## config.mk

```make
export PLATFORM = sky130hd
export DESIGN_NAME = dci_ctrl_flat
export DESIGN_NICKNAME = d
export VERILOG_FILES = /design/src/inc/dci_pkg.sv /design/src/inc/dci_if.sv /design/src/hdl/dci_ctrl.sv /design/src/flat_wrapper.sv
export SDC_FILE = /design/constraint.sdc
export NUM_CORES = 1
export LEC_CHECK = 0
export ABC_AREA = 1
export BUFFER_PORTS_ARGS = -buffer_cell sky130_fd_sc_hd__buf_2
export CAP_MARGIN = 25
export CELL_PAD_IN_SITES_DETAIL_PLACEMENT = 0
export CELL_PAD_IN_SITES_GLOBAL_PLACEMENT = 1
export CORE_MARGIN = 10
export CORE_UTILIZATION = 30
export DETAILED_ROUTE_END_ITERATION = 10
export PLACE_DENSITY_LB_ADDON = 0.1
export SYNTH_ARGS = -nofsm -noshare
export SYNTH_HDL_FRONTEND = slang
export SYNTH_SLANG_ARGS = --single-unit
```

## constraint.sdc

```tcl
create_clock -name ref_clk -period 4.6 [get_ports ref_clk]
set_input_delay 0.69 -clock ref_clk [delete_from_list [all_inputs] [get_ports ref_clk]]
set_output_delay 0.69 -clock ref_clk [all_outputs]
set_load 0.02 [all_outputs]
```

## src/inc/dci_pkg.sv

```systemverilog
// shared constants, command codes and helpers for the ddr2 command
// decode and initialization ends; assumes a single 125 MHz clock
package dci_pkg;

  // ------------------------------------------------------------
  // timing
  // ------------------------------------------------------------
  localparam int CLK_MHZ = 125;
  localparam int T_PWRUP_US = 200;
  localparam int PWRUP_CYC = T_PWRUP_US * CLK_MHZ;
  localparam int T_CKE_NS = 400;
  localparam int CKE_CYC = (T_CKE_NS * CLK_MHZ + 999) / 1000;
  localparam int DLL_LOCK_CYC = 200;
  localparam int MRD_CYC = 2;
  localparam int REF_MIN = 2;

  // ------------------------------------------------------------
  // widths and fields
  // ------------------------------------------------------------
  localparam int AW = 13;
  localparam int DW = 16;
  localparam int NBANK = 4;
  localparam int COL_LSB_W = 9;
  localparam int AP_BIT = 10;
  localparam int DLL_DIS_BIT = 0;
  localparam int DLL_RST_BIT = 8;
  localparam int OCD_LSB = 7;
  localparam int BT_BIT = 3;
  localparam logic [1:0] BA_MR = 2'h0;
  localparam logic [1:0] BA_EMR1 = 2'h1;
  localparam logic [1:0] BA_EMR2 = 2'h2;
  localparam logic [1:0] BA_EMR3 = 2'h3;
  localparam logic [2:0] BL4 = 3'h2;
  localparam logic [2:0] BL8 = 3'h3;
  localparam logic [2:0] OCD_DFLT = 3'h7;
  localparam logic [2:0] OCD_EXIT = 3'h0;
  localparam logic [12:0] MR_RST = 13'h0000;

  typedef enum logic [3:0] {
    CMD_NOP = 4'h0, CMD_ACT = 4'h1, CMD_RD = 4'h2, CMD_WR = 4'h3,
    CMD_PRE = 4'h4, CMD_PREA = 4'h5, CMD_MRS = 4'h6, CMD_REF = 4'h7,
    CMD_BST = 4'h8, CMD_PDE = 4'h9, CMD_SRE = 4'ha, CMD_WAKE = 4'hb,
    CMD_ILL = 4'hc
  } dci_cmd_e;

  // {cs_n, ras_n, cas_n, we_n} for a command
  function automatic logic [3:0] cmd_pins(input dci_cmd_e c);
    unique case (c)
      CMD_ACT: cmd_pins = 4'h3;
      CMD_RD: cmd_pins = 4'h5;
      CMD_WR: cmd_pins = 4'h4;
      CMD_PRE, CMD_PREA: cmd_pins = 4'h2;
      CMD_MRS: cmd_pins = 4'h0;
      CMD_REF: cmd_pins = 4'h1;
      default: cmd_pins = 4'h7;
    endcase
  endfunction : cmd_pins

  // column low bits of beat i
  function automatic logic [2:0] burst_col(input logic [2:0] s,
      input logic [2:0] i, input logic bl8, input logic intl);
    if (intl) begin
      burst_col = s ^ i;
    end else if (bl8) begin
      burst_col = s + i;
    end else begin
      burst_col = {s[2], s[1:0] + i[1:0]};
    end
  endfunction : burst_col

endpackage : dci_pkg

```

## src/inc/dci_if.sv

```systemverilog
// pin-level link between a ddr2 controller and the memory device
// assumes both ends run on the same ref_clk
`timescale 1ns/100ps
interface dci_if;
  logic cke;
  logic cs_n;
  logic ras_n;
  logic cas_n;
  logic we_n;
  logic odt;
  logic [1:0] ba;
  logic [dci_pkg::AW-1:0] addr;
  logic [dci_pkg::DW-1:0] wdata;
  logic lower_byte_write_mask;
  logic upper_byte_write_mask;
  logic [dci_pkg::DW-1:0] rdata;
  logic rvalid;

  modport ctl(output cke, cs_n, ras_n, cas_n, we_n, odt, ba, addr,
    wdata, lower_byte_write_mask, upper_byte_write_mask,
    input rdata, rvalid);
  modport dev(input cke, cs_n, ras_n, cas_n, we_n, odt, ba, addr,
    wdata, lower_byte_write_mask, upper_byte_write_mask,
    output rdata, rvalid);
endinterface : dci_if

```

## src/hdl/dci_ctrl.sv

```systemverilog
// controller end: power-up sequence, then one request at a time
// assumes the user keeps banks legal and times write data to bursts
//
// Notes on behaviour
// RULE1 - activate carries bank and full row
// RULE2 - column from low bits, A10 auto-precharge
// RULE3 - activate idle banks, access active banks
// RULE4 - mode writes all strobes low, idle only
// RULE5 - power-down entry from idle, cke falling
// RULE6 - power-down exit on cke rising
// RULE7 - device uses two cke samples
// RULE8 - masked write beats are not stored
// RULE9 - byte masks act independently
// RULE10 - bursts of four or eight in sequence
// RULE11 - hold cke and odt low at power
// RULE12 - wait 200 us, then raise cke
// RULE13 - 400 ns of nop, then precharge all
// RULE14 - write extended two, then extended three
// RULE15 - extended one with DLL enabled
// RULE16 - base mode register with DLL reset
// RULE17 - precharge all, then two refreshes
// RULE18 - base mode register without DLL reset
// RULE19 - calibration at least 200 clocks later
// RULE20 - calibration default, then calibration exit
// RULE21 - precharge coding returns bank to idle
// RULE22 - mode write cycle time before next
// RULE23 - nop between sequence commands
`timescale 1ns/100ps
module dci_ctrl #(
  parameter int PWRUP = dci_pkg::PWRUP_CYC,
  parameter int REF_GAP = 16,
  parameter logic [12:0] MR_OPS = 13'h0032,
  parameter logic [12:0] EMR1_OPS = 13'h0000
) (
  input wire logic ref_clk,
  input wire logic rst,
  dci_if.ctl link,
  input wire logic req_valid,
  input wire logic [1:0] req_op,
  input wire logic [1:0] req_bank,
  input wire logic [dci_pkg::AW-1:0] req_addr,
  output logic req_ready,
  input wire logic [dci_pkg::DW-1:0] wr_data,
  input wire logic [1:0] wr_mask,
  output logic [dci_pkg::DW-1:0] rd_data,
  output logic rd_valid,
  input wire logic pd_req,
  output logic in_pd,
  output logic init_done
);
  typedef enum logic [3:0] {
    S_PWR = 4'h0, S_CKE = 4'h1, S_EMR2 = 4'h2, S_EMR3 = 4'h3,
    S_EMR1 = 4'h4, S_MRRST = 4'h5, S_PREA2 = 4'h6, S_REF = 4'h7,
    S_MR = 4'h8, S_OCDD = 4'h9, S_OCDX = 4'ha, S_IDLE = 4'hb,
    S_PD = 4'hc
  } dci_state_e;

  localparam logic [15:0] GAP = 16'(dci_pkg::MRD_CYC - 1);
  localparam logic [7:0] LOCK = 8'(dci_pkg::DLL_LOCK_CYC);
  localparam logic [15:0] BURST_GAP =
    (MR_OPS[2:0] == dci_pkg::BL8) ? 16'h0008 : 16'h0004;

  dci_state_e state_reg, state_next;
  logic [15:0] cnt_reg, cnt_next;
  logic [1:0] ref_reg, ref_next;
  logic [7:0] dll_reg;
  logic cke_reg, cke_next;
  dci_pkg::dci_cmd_e cmd_next;
  logic [1:0] ba_reg, ba_next;
  logic [dci_pkg::AW-1:0] addr_reg, addr_next;
  logic [3:0] pins_reg;
  logic [dci_pkg::DW-1:0] wdata_reg;
  logic [1:0] dm_reg;
  logic take;

  // ------------------------------------------------------------
  // sequencer
  // ------------------------------------------------------------
  always_comb begin
    state_next = state_reg;
    cnt_next = cnt_reg;
    ref_next = ref_reg;
    cke_next = cke_reg;
    // RULE23 nop unless a command
    cmd_next = dci_pkg::CMD_NOP;
    ba_next = 2'h0;
    addr_next = '0;
    take = 1'b0;
    if (cnt_reg != '0) begin
      // RULE22 spacing after each command
      cnt_next = cnt_reg - 16'h0001;
    end else begin
      unique case (state_reg)
        // RULE12 cke up after the wait
        S_PWR: begin
          cke_next = 1'b1;
          cnt_next = 16'(dci_pkg::CKE_CYC);
          state_next = S_CKE;
        end
        // RULE13 precharge all after 400 ns
        S_CKE: begin
          cmd_next = dci_pkg::CMD_PREA;
          addr_next[dci_pkg::AP_BIT] = 1'b1;
          cnt_next = GAP;
          state_next = S_EMR2;
        end
        // RULE14 extended two then three
        S_EMR2: begin
          cmd_next = dci_pkg::CMD_MRS;
          ba_next = dci_pkg::BA_EMR2;
          cnt_next = GAP;
          state_next = S_EMR3;
        end
        S_EMR3: begin
          cmd_next = dci_pkg::CMD_MRS;
          ba_next = dci_pkg::BA_EMR3;
          cnt_next = GAP;
          state_next = S_EMR1;
        end
        // RULE15 DLL enable
        S_EMR1: begin
          cmd_next = dci_pkg::CMD_MRS;
          ba_next = dci_pkg::BA_EMR1;
          addr_next = EMR1_OPS;
          addr_next[dci_pkg::DLL_DIS_BIT] = 1'b0;
          cnt_next = GAP;
          state_next = S_MRRST;
        end
        // RULE16 DLL reset
        S_MRRST: begin
          cmd_next = dci_pkg::CMD_MRS;
          ba_next = dci_pkg::BA_MR;
          addr_next = MR_OPS;
          addr_next[dci_pkg::DLL_RST_BIT] = 1'b1;
          cnt_next = GAP;
          state_next = S_PREA2;
        end
        // RULE17 precharge all, refreshes
        S_PREA2: begin
          cmd_next = dci_pkg::CMD_PREA;
          addr_next[dci_pkg::AP_BIT] = 1'b1;
          cnt_next = GAP;
          ref_next = 2'h0;
          state_next = S_REF;
        end
        S_REF: begin
          cmd_next = dci_pkg::CMD_REF;
          cnt_next = 16'(REF_GAP - 1);
          ref_next = ref_reg + 2'h1;
          if (ref_reg == 2'(dci_pkg::REF_MIN - 1)) begin
            state_next = S_MR;
          end
        end
        // RULE18 operating mode, no DLL reset
        S_MR: begin
          cmd_next = dci_pkg::CMD_MRS;
          ba_next = dci_pkg::BA_MR;
          addr_next = MR_OPS;
          addr_next[dci_pkg::DLL_RST_BIT] = 1'b0;
          cnt_next = GAP;
          state_next = S_OCDD;
        end
        // RULE19 wait for DLL lock
        S_OCDD: begin
          if (dll_reg == LOCK) begin
            // RULE20 calibration default
            cmd_next = dci_pkg::CMD_MRS;
            ba_next = dci_pkg::BA_EMR1;
            addr_next = EMR1_OPS;
            addr_next[dci_pkg::DLL_DIS_BIT] = 1'b0;
            addr_next[dci_pkg::OCD_LSB+:3] = dci_pkg::OCD_DFLT;
            cnt_next = GAP;
            state_next = S_OCDX;
          end
        end
        // RULE20 calibration exit
        S_OCDX: begin
          cmd_next = dci_pkg::CMD_MRS;
          ba_next = dci_pkg::BA_EMR1;
          addr_next = EMR1_OPS;
          addr_next[dci_pkg::DLL_DIS_BIT] = 1'b0;
          addr_next[dci_pkg::OCD_LSB+:3] = dci_pkg::OCD_EXIT;
          cnt_next = GAP;
          state_next = S_IDLE;
        end
        S_IDLE: begin
          if (req_valid && req_ready) begin
            take = 1'b1;
            ba_next = req_bank;
            addr_next = req_addr;
            cnt_next = GAP;
            unique case (req_op)
              // RULE1 bank and row
              2'h0: cmd_next = dci_pkg::CMD_ACT;
              // RULE2 column with A10 flag
              2'h1: cmd_next = dci_pkg::CMD_RD;
              2'h2: cmd_next = dci_pkg::CMD_WR;
              2'h3: cmd_next = dci_pkg::CMD_PRE;
            endcase
            if (req_op == 2'h1 || req_op == 2'h2) begin
              cnt_next = BURST_GAP;
            end
          end else if (pd_req) begin
            // RULE5 cke falls with nop
            cke_next = 1'b0;
            state_next = S_PD;
          end
        end
        S_PD: begin
          if (!pd_req) begin
            // RULE6 cke rises with nop
            cke_next = 1'b1;
            cnt_next = GAP;
            state_next = S_IDLE;
          end
        end
        default: state_next = S_PWR;
      endcase
    end
  end

  always_ff @(posedge ref_clk) begin
    if (rst) begin
      // RULE11 cke low while powering
      state_reg <= S_PWR;
      cnt_reg <= 16'(PWRUP - 1);
      ref_reg <= 2'h0;
      cke_reg <= 1'b0;
    end else begin
      state_reg <= state_next;
      cnt_reg <= cnt_next;
      ref_reg <= ref_next;
      cke_reg <= cke_next;
    end
  end

  // RULE19 clocks since DLL reset
  always_ff @(posedge ref_clk) begin
    if (rst) begin
      dll_reg <= 8'h00;
    end else if (state_reg == S_MRRST && cnt_reg == '0) begin
      dll_reg <= 8'h01;
    end else if (dll_reg != 8'h00 && dll_reg != LOCK) begin
      dll_reg <= dll_reg + 8'h01;
    end
  end

  // ------------------------------------------------------------
  // link and user outputs
  // ------------------------------------------------------------
  always_ff @(posedge ref_clk) begin
    if (rst) begin
      pins_reg <= 4'hf;
      ba_reg <= 2'h0;
      addr_reg <= '0;
      wdata_reg <= '0;
      dm_reg <= 2'h3;
      req_ready <= 1'b0;
      in_pd <= 1'b0;
      init_done <= 1'b0;
      rd_data <= '0;
      rd_valid <= 1'b0;
    end else begin
      pins_reg <= dci_pkg::cmd_pins(cmd_next);
      ba_reg <= ba_next;
      addr_reg <= addr_next;
      wdata_reg <= wr_data;
      dm_reg <= wr_mask;
      req_ready <= state_next == S_IDLE && cnt_next == '0 && !take;
      in_pd <= state_next == S_PD;
      init_done <= state_next == S_IDLE || state_next == S_PD;
      rd_data <= link.rdata;
      rd_valid <= link.rvalid;
    end
  end

  assign link.cke = cke_reg;
  assign {link.cs_n, link.ras_n, link.cas_n, link.we_n} = pins_reg;
  assign link.ba = ba_reg;
  assign link.addr = addr_reg;
  // RULE11 termination held off
  assign link.odt = 1'b0;
  assign link.wdata = wdata_reg;
  assign link.lower_byte_write_mask = dm_reg[0];
  assign link.upper_byte_write_mask = dm_reg[1];
endmodule : dci_ctrl

```

## src/flat_wrapper.sv

```systemverilog
// flat-port wrapper written by rule: the top's interface ports become plain ports
module dci_ctrl_flat 
#(
  parameter int PWRUP = dci_pkg::PWRUP_CYC,
  parameter int REF_GAP = 16,
  parameter logic [12:0] MR_OPS = 13'h0032,
  parameter logic [12:0] EMR1_OPS = 13'h0000
)
  (ref_clk, rst, req_valid, req_op, req_bank, req_addr, req_ready, wr_data, wr_mask, rd_data, rd_valid, pd_req, in_pd, init_done, link_cke, link_cs_n, link_ras_n, link_cas_n, link_we_n, link_odt, link_ba, link_addr, link_wdata, link_lower_byte_write_mask, link_upper_byte_write_mask, link_rdata, link_rvalid);
  dci_if link_i ();
  input wire logic ref_clk;
  input wire logic rst;
  input wire logic req_valid;
  input wire logic [1:0] req_op;
  input wire logic [1:0] req_bank;
  input wire logic [dci_pkg::AW-1:0] req_addr;
  output logic req_ready;
  input wire logic [dci_pkg::DW-1:0] wr_data;
  input wire logic [1:0] wr_mask;
  output logic [dci_pkg::DW-1:0] rd_data;
  output logic rd_valid;
  input wire logic pd_req;
  output logic in_pd;
  output logic init_done;
  output wire logic [$bits(link_i.cke)-1:0] link_cke;
  output wire logic [$bits(link_i.cs_n)-1:0] link_cs_n;
  output wire logic [$bits(link_i.ras_n)-1:0] link_ras_n;
  output wire logic [$bits(link_i.cas_n)-1:0] link_cas_n;
  output wire logic [$bits(link_i.we_n)-1:0] link_we_n;
  output wire logic [$bits(link_i.odt)-1:0] link_odt;
  output wire logic [$bits(link_i.ba)-1:0] link_ba;
  output wire logic [$bits(link_i.addr)-1:0] link_addr;
  output wire logic [$bits(link_i.wdata)-1:0] link_wdata;
  output wire logic [$bits(link_i.lower_byte_write_mask)-1:0] link_lower_byte_write_mask;
  output wire logic [$bits(link_i.upper_byte_write_mask)-1:0] link_upper_byte_write_mask;
  input wire logic [$bits(link_i.rdata)-1:0] link_rdata;
  input wire logic [$bits(link_i.rvalid)-1:0] link_rvalid;
  assign link_cke = link_i.cke;
  assign link_cs_n = link_i.cs_n;
  assign link_ras_n = link_i.ras_n;
  assign link_cas_n = link_i.cas_n;
  assign link_we_n = link_i.we_n;
  assign link_odt = link_i.odt;
  assign link_ba = link_i.ba;
  assign link_addr = link_i.addr;
  assign link_wdata = link_i.wdata;
  assign link_lower_byte_write_mask = link_i.lower_byte_write_mask;
  assign link_upper_byte_write_mask = link_i.upper_byte_write_mask;
  assign link_i.rdata = link_rdata;
  assign link_i.rvalid = link_rvalid;
  dci_ctrl #(.PWRUP(PWRUP), .REF_GAP(REF_GAP), .MR_OPS(MR_OPS), .EMR1_OPS(EMR1_OPS)) u_core (.ref_clk(ref_clk), .rst(rst), .link(link_i), .req_valid(req_valid), .req_op(req_op), .req_bank(req_bank), .req_addr(req_addr), .req_ready(req_ready), .wr_data(wr_data), .wr_mask(wr_mask), .rd_data(rd_data), .rd_valid(rd_valid), .pd_req(pd_req), .in_pd(in_pd), .init_done(init_done));
endmodule
```

==> results.txt, run 1 <==
Die width -> 134.1 um
Detail Placement HPWL -> 8.884 mm
#FFs+latches synth -> 88
Main combinational cell family by area after synthesis -> simple AND/OR/NAND/NOR gates
Worst-path clk slew -> 70 ps
Hold-fix buffers at CTS -> 0
Cell accounting for the most synthesized area -> dfxtp_1
Maximum clock rate -> 453.3 MHz
Tcrit/Tclk final -> 0.4795
Mapped Nets -> 620
Post-synth ARST share -> 0
Multi-input combinational cell area -> 1764 sq um
Die extent in y -> 134.1 um
CTS Sinks -> 88
CTS H-tree lvls -> 3
DRT Wirelength -> 11.17 mm
First-pass GRT wire length -> 18.40 mm
Area Overhead vs Synth -> 25.54%
Final nets -> 732
Total Routing Usage GR -> 0.1257
Remaining Overflow, GRT -> 0
Initial drt markers -> 233
Worst-margin pin slew -> 595.4 ps
Max rail drop VDD -> 0.2606 mV
Grt met2 use -> 0.2007
Worst setup startpoint -> u_core.cnt_reg[0]$_SDFF_PP1_
Clock Path Buffers -> 2
Post_cts resized -> 0
Gr busiest metal -> met2
Initial Util -> 0.3081
RR Startpoint -> u_core.cnt_reg[0]$_SDFF_PP1_
Prevailing post-synth register cell -> dfxtp_1
Syn Area/Cell -> 7.009 sq um
Final Cell Area -> 4901 sq um
Clock Root Buffer -> clkbuf_16
CTS Buf Count -> 9
Post-synth EDFFs -> 0
Die area -> 17970 sq um
PortBufs -> 113
Vias per Instance -> 4.332
Tmin final -> 2206 ps
Critical Path Source Type -> flip-flop
Num rows -> 41
Maxcap violations -> 0
Top cells by count, synth -> nand2_1, nor2_1, dfxtp_1, inv_1, nand3_1
Hold crit path type -> flip-flop to flip-flop
Storage cell area -> 1762 sq um
RSZ-0062 raised after global routing -> false
Total number of vias -> 3665
Synth warn -> 0
WP data required -> 4880 ps
TritonCTS clock tree -> yes
Core Area -> 12670 sq um
Largest net degree at the start of global routing -> 55
DRC violations left -> 0
Slew headroom -> 0.6026
Leak -> 2.466 nW
Setup TNS -> 0 ps
Worst hold path startpoint -> u_core.ref_reg[0]$_SDFFE_PP0P_
Simple-gate area share of the yosys netlist -> 0.3385
Seq/Total Area, Yosys -> 0.4513
Final Wtd Congestion -> 0.8004
Max Slew Vio Count -> 0
Worst-case reg-to-reg path depth -> 13
Adder-cell share of the synthesized area -> 0.02244
Kind of critical path -> flip-flop to flip-flop
# diodes -> 0
Dpl ws -> 2382 ps
Setup violators final -> 0
Layout cells sized above 1 -> 0.2329
Netlist cell types -> 37
Area of placed instances -> 4622 sq um
Synth Area in Compound Gates -> 0.05865
Power Dens Cells -> 323.6 nW/um^2
Setup bufs post-CTS -> 0
CP Max Fanout -> 15
Critical path capture point type -> flip-flop
Mux share of post-synthesis cell area -> 0
WHS Path Cells -> 1
Fill count -> 1394
Fin. Hold Viols -> 0
Most common cell in the netlist -> nand2_1
Vias in the first global route -> 3756
Status -> finished clean
Grt met1 use -> 0.1458
Synth top area share -> 0.4513
Grt met3 use -> 0.06423
Synth Cell Area -> 3904 sq um
Pre-antenna DRT Iters -> 4
Final antenna-violating net count -> 0
Clock skew -> 7.203 ps
Post-route setup slack -> 2394 ps
Clk Latency, worst-skew pair -> 340 ps
Mapped Cells -> 557
Xor/xnor share of the synthesized area -> 0.03141
DR WL/cell -> 13.20 um
Top cells by area, synth -> dfxtp_1, nand2_1, nor2_1
Io pins -> 115
Initial antenna violation count -> 0
Arrival time worst endpoint -> 2490 ps
[per-stage QoR]
stage	hold slack (ps)	utilization	total power [mW]	cells
floorplan	429.0	-	0.8670	557
global placement	450.1	0.3648	0.9168	830
detailed placement	456.5	0.3648	0.9178	830
CTS	466.4	0.3868	1.618	846
global route	486.4	0.3868	1.663	846
finish	465.2	0.3868	1.586	846
[worst max-delay path: stages, from the launching register on]
cell	delay (ps)
dfxtp_1	370
inv_1	100
ha_1	290
nand3_1	180
inv_2	60
nand2_1	420
inv_2	130
nor2_1	110
nand2_1	50
nand2_1	60
nand2_1	50
nor2_1	140
nand3_1	80
nor2_1	100
[routing by layer]
metal  vias up  routed length, um
met5         -                  0
met1      1615               4910
met3         6               1088
li1       1940                  -
met4         0                 95
met2       104               5077
[power by group]
part           leakage (nW)  switching (mW)  internal (mW)
combinational          1.61          0.0669         0.0426
sequential            0.720         0.00738          0.782
clock                 0.135           0.314          0.374
total                  2.47           0.388           1.20
[final timing paths]
path	end	slack (ps)
setup / recovery	u_core.req_ready$_SDFF_PP0_	2390
setup reg to reg	u_core.req_ready$_SDFF_PP0_	2390
hold / removal	u_core.ref_reg[0]$_SDFFE_PP0P_	470
hold reg to reg	u_core.ref_reg[0]$_SDFFE_PP0P_	470
[kinds of logic (layout without fill, tap and decap cells)]
logic type,count (synthesis),after routing
AO/OA/AOI/OAI,41,41
flip-flops,88,88
buffers and inverters,95,212
other,1,1
XOR/XNOR,14,14
AND/OR/NAND/NOR,311,311
adder cells (fa/ha/maj),7,7
[area by class of cell]
class | instances | share of cell area
multi-input cells | 374 | 0.3600
flip-flops and latches | 88 | 0.3595
repair buffers | 114 | 0.1169
inverters | 82 | 0.06280
clock buffers | 10 | 0.04672
well taps | 172 | 0.04391
clock inverters | 6 | 0.01021
[cell usage in the layout, fill, tap and decap left out, types with 2 or more instances in the layout]
cell | synthesis | routed
nand2_1 | 124 | 124
nor2_1 | 122 | 122
buf_2 | 2 | 113
dfxtp_1 | 88 | 88
inv_1 | 68 | 68
nand3_1 | 29 | 29
a21oi_1 | 16 | 16
inv_2 | 13 | 13
xor2_1 | 10 | 10
o21ai_0 | 10 | 10
clkbuf_16 | 0 | 9
nand4_1 | 8 | 8
nor2_2 | 7 | 7
ha_1 | 7 | 7
a31oi_1 | 5 | 5
xnor2_1 | 4 | 4
nor3_1 | 4 | 4
nand3b_1 | 4 | 4
o21ai_1 | 4 | 4
or2_2 | 3 | 3
nand2_2 | 2 | 2
and2_1 | 2 | 2
nor3b_1 | 2 | 2
o211ai_1 | 2 | 2
inv_6 | 0 | 2
No activity file was read; power rests on OpenSTA's default activity.
==> inputs of run 2 (changes only) <==
- clock period: 4.6 -> 2 ns (I/O delays scaled with it)
==> results.txt, run 2 (synthesis gave the netlist of run 1 again) <==
Num rows -> 41 (unchanged)
Clock skew -> 10.82 ps (was 7.203 ps)
Slew headroom -> 0.6555 (was 0.6026)
R2r setup slk -> 170 ps (was 2390 ps)
PortBufs -> 113 (unchanged)
Post_cts resized -> 0 (unchanged)
Vias in the first global route -> 3869 (was 3756)
Maxcap violations -> 0 (unchanged)
Fill count -> 1377 (was 1394)
First-pass GRT wire length -> 18.64 mm (was 18.40 mm)
Remaining Overflow, GRT -> 0 (unchanged)
Power Dens Cells -> 733.3 nW/um^2 (was 323.6 nW/um^2)
Setup violators final -> 0 (unchanged)
Max Slew Vio Count -> 0 (unchanged)
CP Max Fanout -> 8 (was 15)
Final nets -> 750 (was 732)
Setup bufs post-CTS -> 0 (unchanged)
DRC violations left -> 0 (unchanged)
Total Routing Usage GR -> 0.1288 (was 0.1257)
Final Cell Area -> 5089 sq um (was 4901 sq um)
Status -> finished clean (unchanged)
Post-route setup slack -> 170.7 ps (was 2394 ps)
Clock Root Buffer -> clkbuf_16 (unchanged)
TritonCTS clock tree -> yes (unchanged)
Die extent in y -> 134.1 um (unchanged)
Worst-margin pin slew -> 512.3 ps (was 595.4 ps)
Leak -> 2.559 nW (was 2.466 nW)
Io pins -> 115 (unchanged)
Tcrit/Tclk final -> 0.9147 (was 0.4795)
Highest-count cells in the layout ignoring fill and taps -> nand2_1, nor2_1, buf_2, dfxtp_1, inv_1 (unchanged)
Critical Path Source Type -> flip-flop (unchanged)
Clock Path Buffers -> 2 (unchanged)
Hold crit path type -> input pin to flip-flop (was flip-flop to flip-flop)
Kind of critical path -> flip-flop to flip-flop (unchanged)
Most common cell after layout, fill and taps aside -> nand2_1 (unchanged)
Initial Util -> 0.3081 (unchanged)
Vias per Instance -> 4.321 (was 4.332)
Layout cells sized above 1 -> 0.2702 (was 0.2329)
Setup TNS -> 0 ps (unchanged)
DR WL/cell -> 13.06 um (was 13.20 um)
CTS Sinks -> 88 (unchanged)
Worst-path clk slew -> 70 ps (about the same)
Maximum clock rate -> 546.7 MHz (was 453.3 MHz)
Total number of vias -> 3733 (was 3665)
Max rail drop VDD -> 0.5899 mV (was 0.2606 mV)
Die area -> 17970 sq um (unchanged)
Area of placed instances -> 4757 sq um (was 4622 sq um)
# diodes -> 0 (unchanged)
Fin. Hold Viols -> 0 (unchanged)
Critical path capture point type -> flip-flop (unchanged)
CTS H-tree lvls -> 3 (unchanged)
Final Wtd Congestion -> 0.7911 (was 0.8004)
Initial drt markers -> 219 (was 233)
Final antenna-violating net count -> 0 (unchanged)
Pre-antenna DRT Iters -> 5 (was 4)
Area Overhead vs Synth -> 30.35% (was 25.54%)
Detail Placement HPWL -> 9.150 mm (was 8.884 mm)
Largest net degree at the start of global routing -> 23 (was 55)
Tmin final -> 1829 ps (was 2206 ps)
Dpl ws -> 72.77 ps (was 2382 ps)
RSZ-0062 raised after global routing -> false (unchanged)
Die width -> 134.1 um (unchanged)
WP data required -> 2280 ps (was 4880 ps)
Initial antenna violation count -> 0 (unchanged)
Hold-fix buffers at CTS -> 0 (unchanged)
DRT Wirelength -> 11.28 mm (was 11.17 mm)
Core Area -> 12670 sq um (unchanged)
CTS Buf Count -> 9 (unchanged)
Clk Latency, worst-skew pair -> 350 ps (was 340 ps)
Arrival time worst endpoint -> 2110 ps (was 2490 ps)
run 2: per-layer routing:
layer,vias to the layer above,track usage,wire length [um]
met3,8,0.06833,1107
li1,1979,-,-
met4,0,0.04111,134
met5,-,0,0
met1,1638,0.1451,4908
met2,108,0.2051,5133
run 2: area by class of cell:
| type | instances | area, sq um | share of cell area |
|---|---|---|---|
| timing repair buffer | 132 | 708.2 | 0.1392 |
| clock inverter | 6 | 50.05 | 0.009835 |
| tap | 172 | 215.2 | 0.04229 |
| inverter | 82 | 310.3 | 0.06098 |
| sequential | 88 | 1764 | 0.3467 |
| clock buffer | 10 | 239.0 | 0.04696 |
| multi-input combinational | 374 | 1802 | 0.3541 |
run 2: per-stage QoR:
stage	std cells	utilization	total power [mW]	hold WS, ps
after floorplan	557	-	1.994	327.7
after global placement	848	0.3754	2.118	452.7
after detailed placement	848	0.3754	2.119	470.1
after CTS	864	0.3982	3.790	117.9
after global routing	864	0.4016	3.903	124.6
final	864	0.4016	3.731	135.6
run 2: critical path, cell delays in order, from the launching register on:
cell     delay (ps)
dfxtp_1         340
nor2_1          180
nand3_1         100
nor2_1          190
nand2_1         140
buf_4           190
buf_4           150
nor2_2          140
o21ai_1         180
a21oi_1         140
run 2: power by group:
| group | internal [mW] | switching [mW] |
|---|---|---|
| clock | 0.894 | 0.757 |
| combinational | 0.106 | 0.158 |
| sequential | 1.80 | 0.0180 |
run 2: worst paths after layout:
check                            startpoint                              to  cells past startpoint
min reg2reg  u_core.ref_reg[0]$_SDFFE_PP0P_  u_core.ref_reg[0]$_SDFFE_PP0P_                      1
min                              wr_mask[1]     u_core.dm_reg[1]$_SDFF_PP1_                      2
max           u_core.cnt_reg[12]$_SDFF_PP0_  u_core.link.addr[7]$_SDFF_PP0_                      9
max reg2reg   u_core.cnt_reg[12]$_SDFF_PP0_  u_core.link.addr[7]$_SDFF_PP0_                      9
==> inputs of run 3 (changes only) <==
- CORE_UTILIZATION: 30 -> 25
- GPL_TIMING_DRIVEN: unset -> 0
==> results.txt, run 3 (synthesis gave the netlist of run 1 again) <==
Fin. Hold Viols -> 0 (unchanged)
Highest-count cells in the layout ignoring fill and taps -> nand2_1, nor2_1, buf_2, dfxtp_1, inv_1 (unchanged)
CTS Sinks -> 88 (unchanged)
Final nets -> 747 (was 750)
Slew headroom -> 0.5926 (was 0.6555)
Final Cell Area -> 5131 sq um (was 5089 sq um)
Worst-path clk slew -> 70 ps (about the same)
TritonCTS clock tree -> yes (unchanged)
CP cell instances -> inv_4, ha_4, nand2_2, nor2_4, inv_2, nor2_8, inv_2, buf_6, o21ai_0, nand2_1, nor2_1, nand2_1, nor2_1 (was nor2_1, nand3_1, nor2_1, nand2_1, buf_4, buf_4, nor2_2, o21ai_1, a21oi_1)
Grt met2 use -> 0.1808 (was 0.2051)
Worst-margin pin slew -> 611.1 ps (was 512.3 ps)
Maximum clock rate -> 537.4 MHz (was 546.7 MHz)
Tcrit/Tclk final -> 0.9304 (was 0.9147)
Status -> finished clean (unchanged)
Final Wtd Congestion -> 0.8661 (was 0.7911)
Tmin final -> 1861 ps (was 1829 ps)
Critical path capture point type -> flip-flop (unchanged)
Pre-antenna DRT Iters -> 4 (was 5)
Total Routing Usage GR -> 0.1160 (was 0.1288)
Dpl cells -> 881 (was 848)
Io pins -> 115 (unchanged)
Grt met1 use -> 0.1426 (was 0.1451)
Hold-fix buffers at CTS -> 0 (unchanged)
CTS Buf Count -> 9 (unchanged)
WP data required -> 2280 ps (about the same)
CP max-delay cell -> dfxtp_2 (was dfxtp_1)
Gr busiest metal -> met2 (unchanged)
Hold crit path type -> input pin to flip-flop (unchanged)
DRT Wirelength -> 12.20 mm (was 11.28 mm)
Die width -> 145.0 um (was 134.1 um)
Critical Path Source Type -> flip-flop (unchanged)
Leak -> 2.548 nW (was 2.559 nW)
Total number of vias -> 3731 (was 3733)
Area of placed instances -> 4733 sq um (was 4757 sq um)
Max stage delay on crit path -> 360 ps (was 340 ps)
Initial antenna violation count -> 0 (unchanged)
DR WL/cell -> 13.55 um (was 13.06 um)
Kind of critical path -> flip-flop to flip-flop (unchanged)
CTS H-tree lvls -> 3 (unchanged)
Vias in the first global route -> 3844 (was 3869)
Area Overhead vs Synth -> 31.44% (was 30.35%)
RSZ-0062 raised after global routing -> true (was false)
Non-filler cells, final -> 900 (was 864)
Crit path max-delay family -> simple AND/OR/NAND/NOR gates (unchanged)
Die extent in y -> 145.0 um (was 134.1 um)
# diodes -> 0 (unchanged)
Clock Path Buffers -> 2 (unchanged)
Layout cells sized above 1 -> 0.2627 (was 0.2702)
First-pass GRT wire length -> 19.82 mm (was 18.64 mm)
Vias per Instance -> 4.146 (was 4.321)
Final antenna-violating net count -> 0 (unchanged)
Clk Latency, worst-skew pair -> 350 ps (about the same)
Max rail drop VDD -> 0.3463 mV (was 0.5899 mV)
Largest net degree at the start of global routing -> 18 (was 23)
Detail Placement HPWL -> 9.657 mm (was 9.150 mm)
Num rows -> 45 (was 41)
Setup violators final -> 0 (unchanged)
Core Area -> 15260 sq um (was 12670 sq um)
Maxcap violations -> 0 (unchanged)
PortBufs -> 113 (unchanged)
Arrival time worst endpoint -> 2140 ps (was 2110 ps)
Initial Util -> 0.2558 (was 0.3081)
Die area -> 21010 sq um (was 17970 sq um)
WP buf/inv -> 4 (was 2)
Most common cell after layout, fill and taps aside -> nand2_1 (unchanged)
Initial drt markers -> 180 (was 219)
Grt met3 use -> 0.04191 (was 0.06833)
Clock Root Buffer -> clkbuf_16 (unchanged)
Clock skew -> 7.687 ps (was 10.82 ps)
Power Dens Cells -> 754.4 nW/um^2 (was 733.3 nW/um^2)
Fill count -> 1679 (was 1377)
Remaining Overflow, GRT -> 0 (unchanged)
Max Slew Vio Count -> 0 (unchanged)
CP Max Fanout -> 10 (was 8)
DRC violations left -> 0 (unchanged)
run 3: cell types whose count changed in the layout (fill, tap and decap cells not counted), sizes merged:
cell	previous run	this run
bufinv	0	1
buf	132	125
inv	84	85
clkbuf	10	13
clkinv	3	2
run 3: repair_timing:
item / CTS / global route
pin swaps: 0 / 1
endpoints found under the setup margin: 32 / 10
setup buffers: 0 / 3
resized for setup: 7 / 14
run 3: layout make-up:
cell class	count	area [sq um]	area share
clock inverters	7	86.33	0.01683
clock buffers	9	225.2	0.04389
flip-flops and latches	88	1764	0.3438
inverters	82	312.8	0.06096
plain buffers	13	73.82	0.01439
well taps	211	264.0	0.05145
repair buffers	116	588.1	0.1146
multi-input cells	374	1817	0.3541
run 3: final timing paths:
check | start | end | slack (ps) | depth (start not counted)
worst min-delay path | rst | u_core.pins_reg[3]$_SDFF_PP1_ | 70 | 1
worst max-delay path | u_core.cnt_reg[0]$_SDFF_PP1_ | u_core.req_ready$_SDFF_PP0_ | 140 | 13
worst max register to register | u_core.cnt_reg[0]$_SDFF_PP1_ | u_core.req_ready$_SDFF_PP0_ | 140 | 13
worst min register to register | u_core.ref_reg[0]$_SDFFE_PP0P_ | u_core.ref_reg[0]$_SDFFE_PP0P_ | 470 | 1
run 3: layer usage:
metal / vias to the layer above / share of wire / wire, um
li1: 1971 / - / -
met1: 1642 / 0.48 / 5804
met2: 104 / 0.44 / 5346
met3: 14 / 0.070 / 855
met4: 0 / 0.015 / 189
met5: - / 0 / 0
run 3: power breakdown:
| part | total [mW] | switching, mW | internal (mW) |
|---|---|---|---|
| Clock | 1.79 | 0.791 | 0.998 |
| Combinational | 0.264 | 0.160 | 0.103 |
| Sequential | 1.82 | 0.0199 | 1.80 |
run 3: metrics by stage:
stage | setup WS [ps] | hold slack [ps] | setup TNS, ps | util | total power, mW
3_5_place_dp | -360.1 | 419.8 | -3866 | 0.3102 | 2.123
6_report | 139.2 | 66.41 | 0 | 0.3363 | 3.871
3_3_place_gp | -428.4 | 416.6 | -5558 | 0.3102 | 2.118
2_1_floorplan | 338.5 | 327.7 | 0 | - | 1.994
5_1_grt | -38.08 | 55.35 | -45.90 | 0.3363 | 4.045
4_1_cts | 38.46 | 53.98 | 0 | 0.3320 | 3.945
run 3: worst reg2reg max path: stages, from the launching register on:
cell and delay, ps:
dfxtp_2 360, inv_4 100, ha_4 170, nand2_2 90, nor2_4 150, inv_2 70, nor2_8 110, inv_2 100
buf_6 160, o21ai_0 150, nand2_1 80, nor2_1 110, nand2_1 60, nor2_1 70
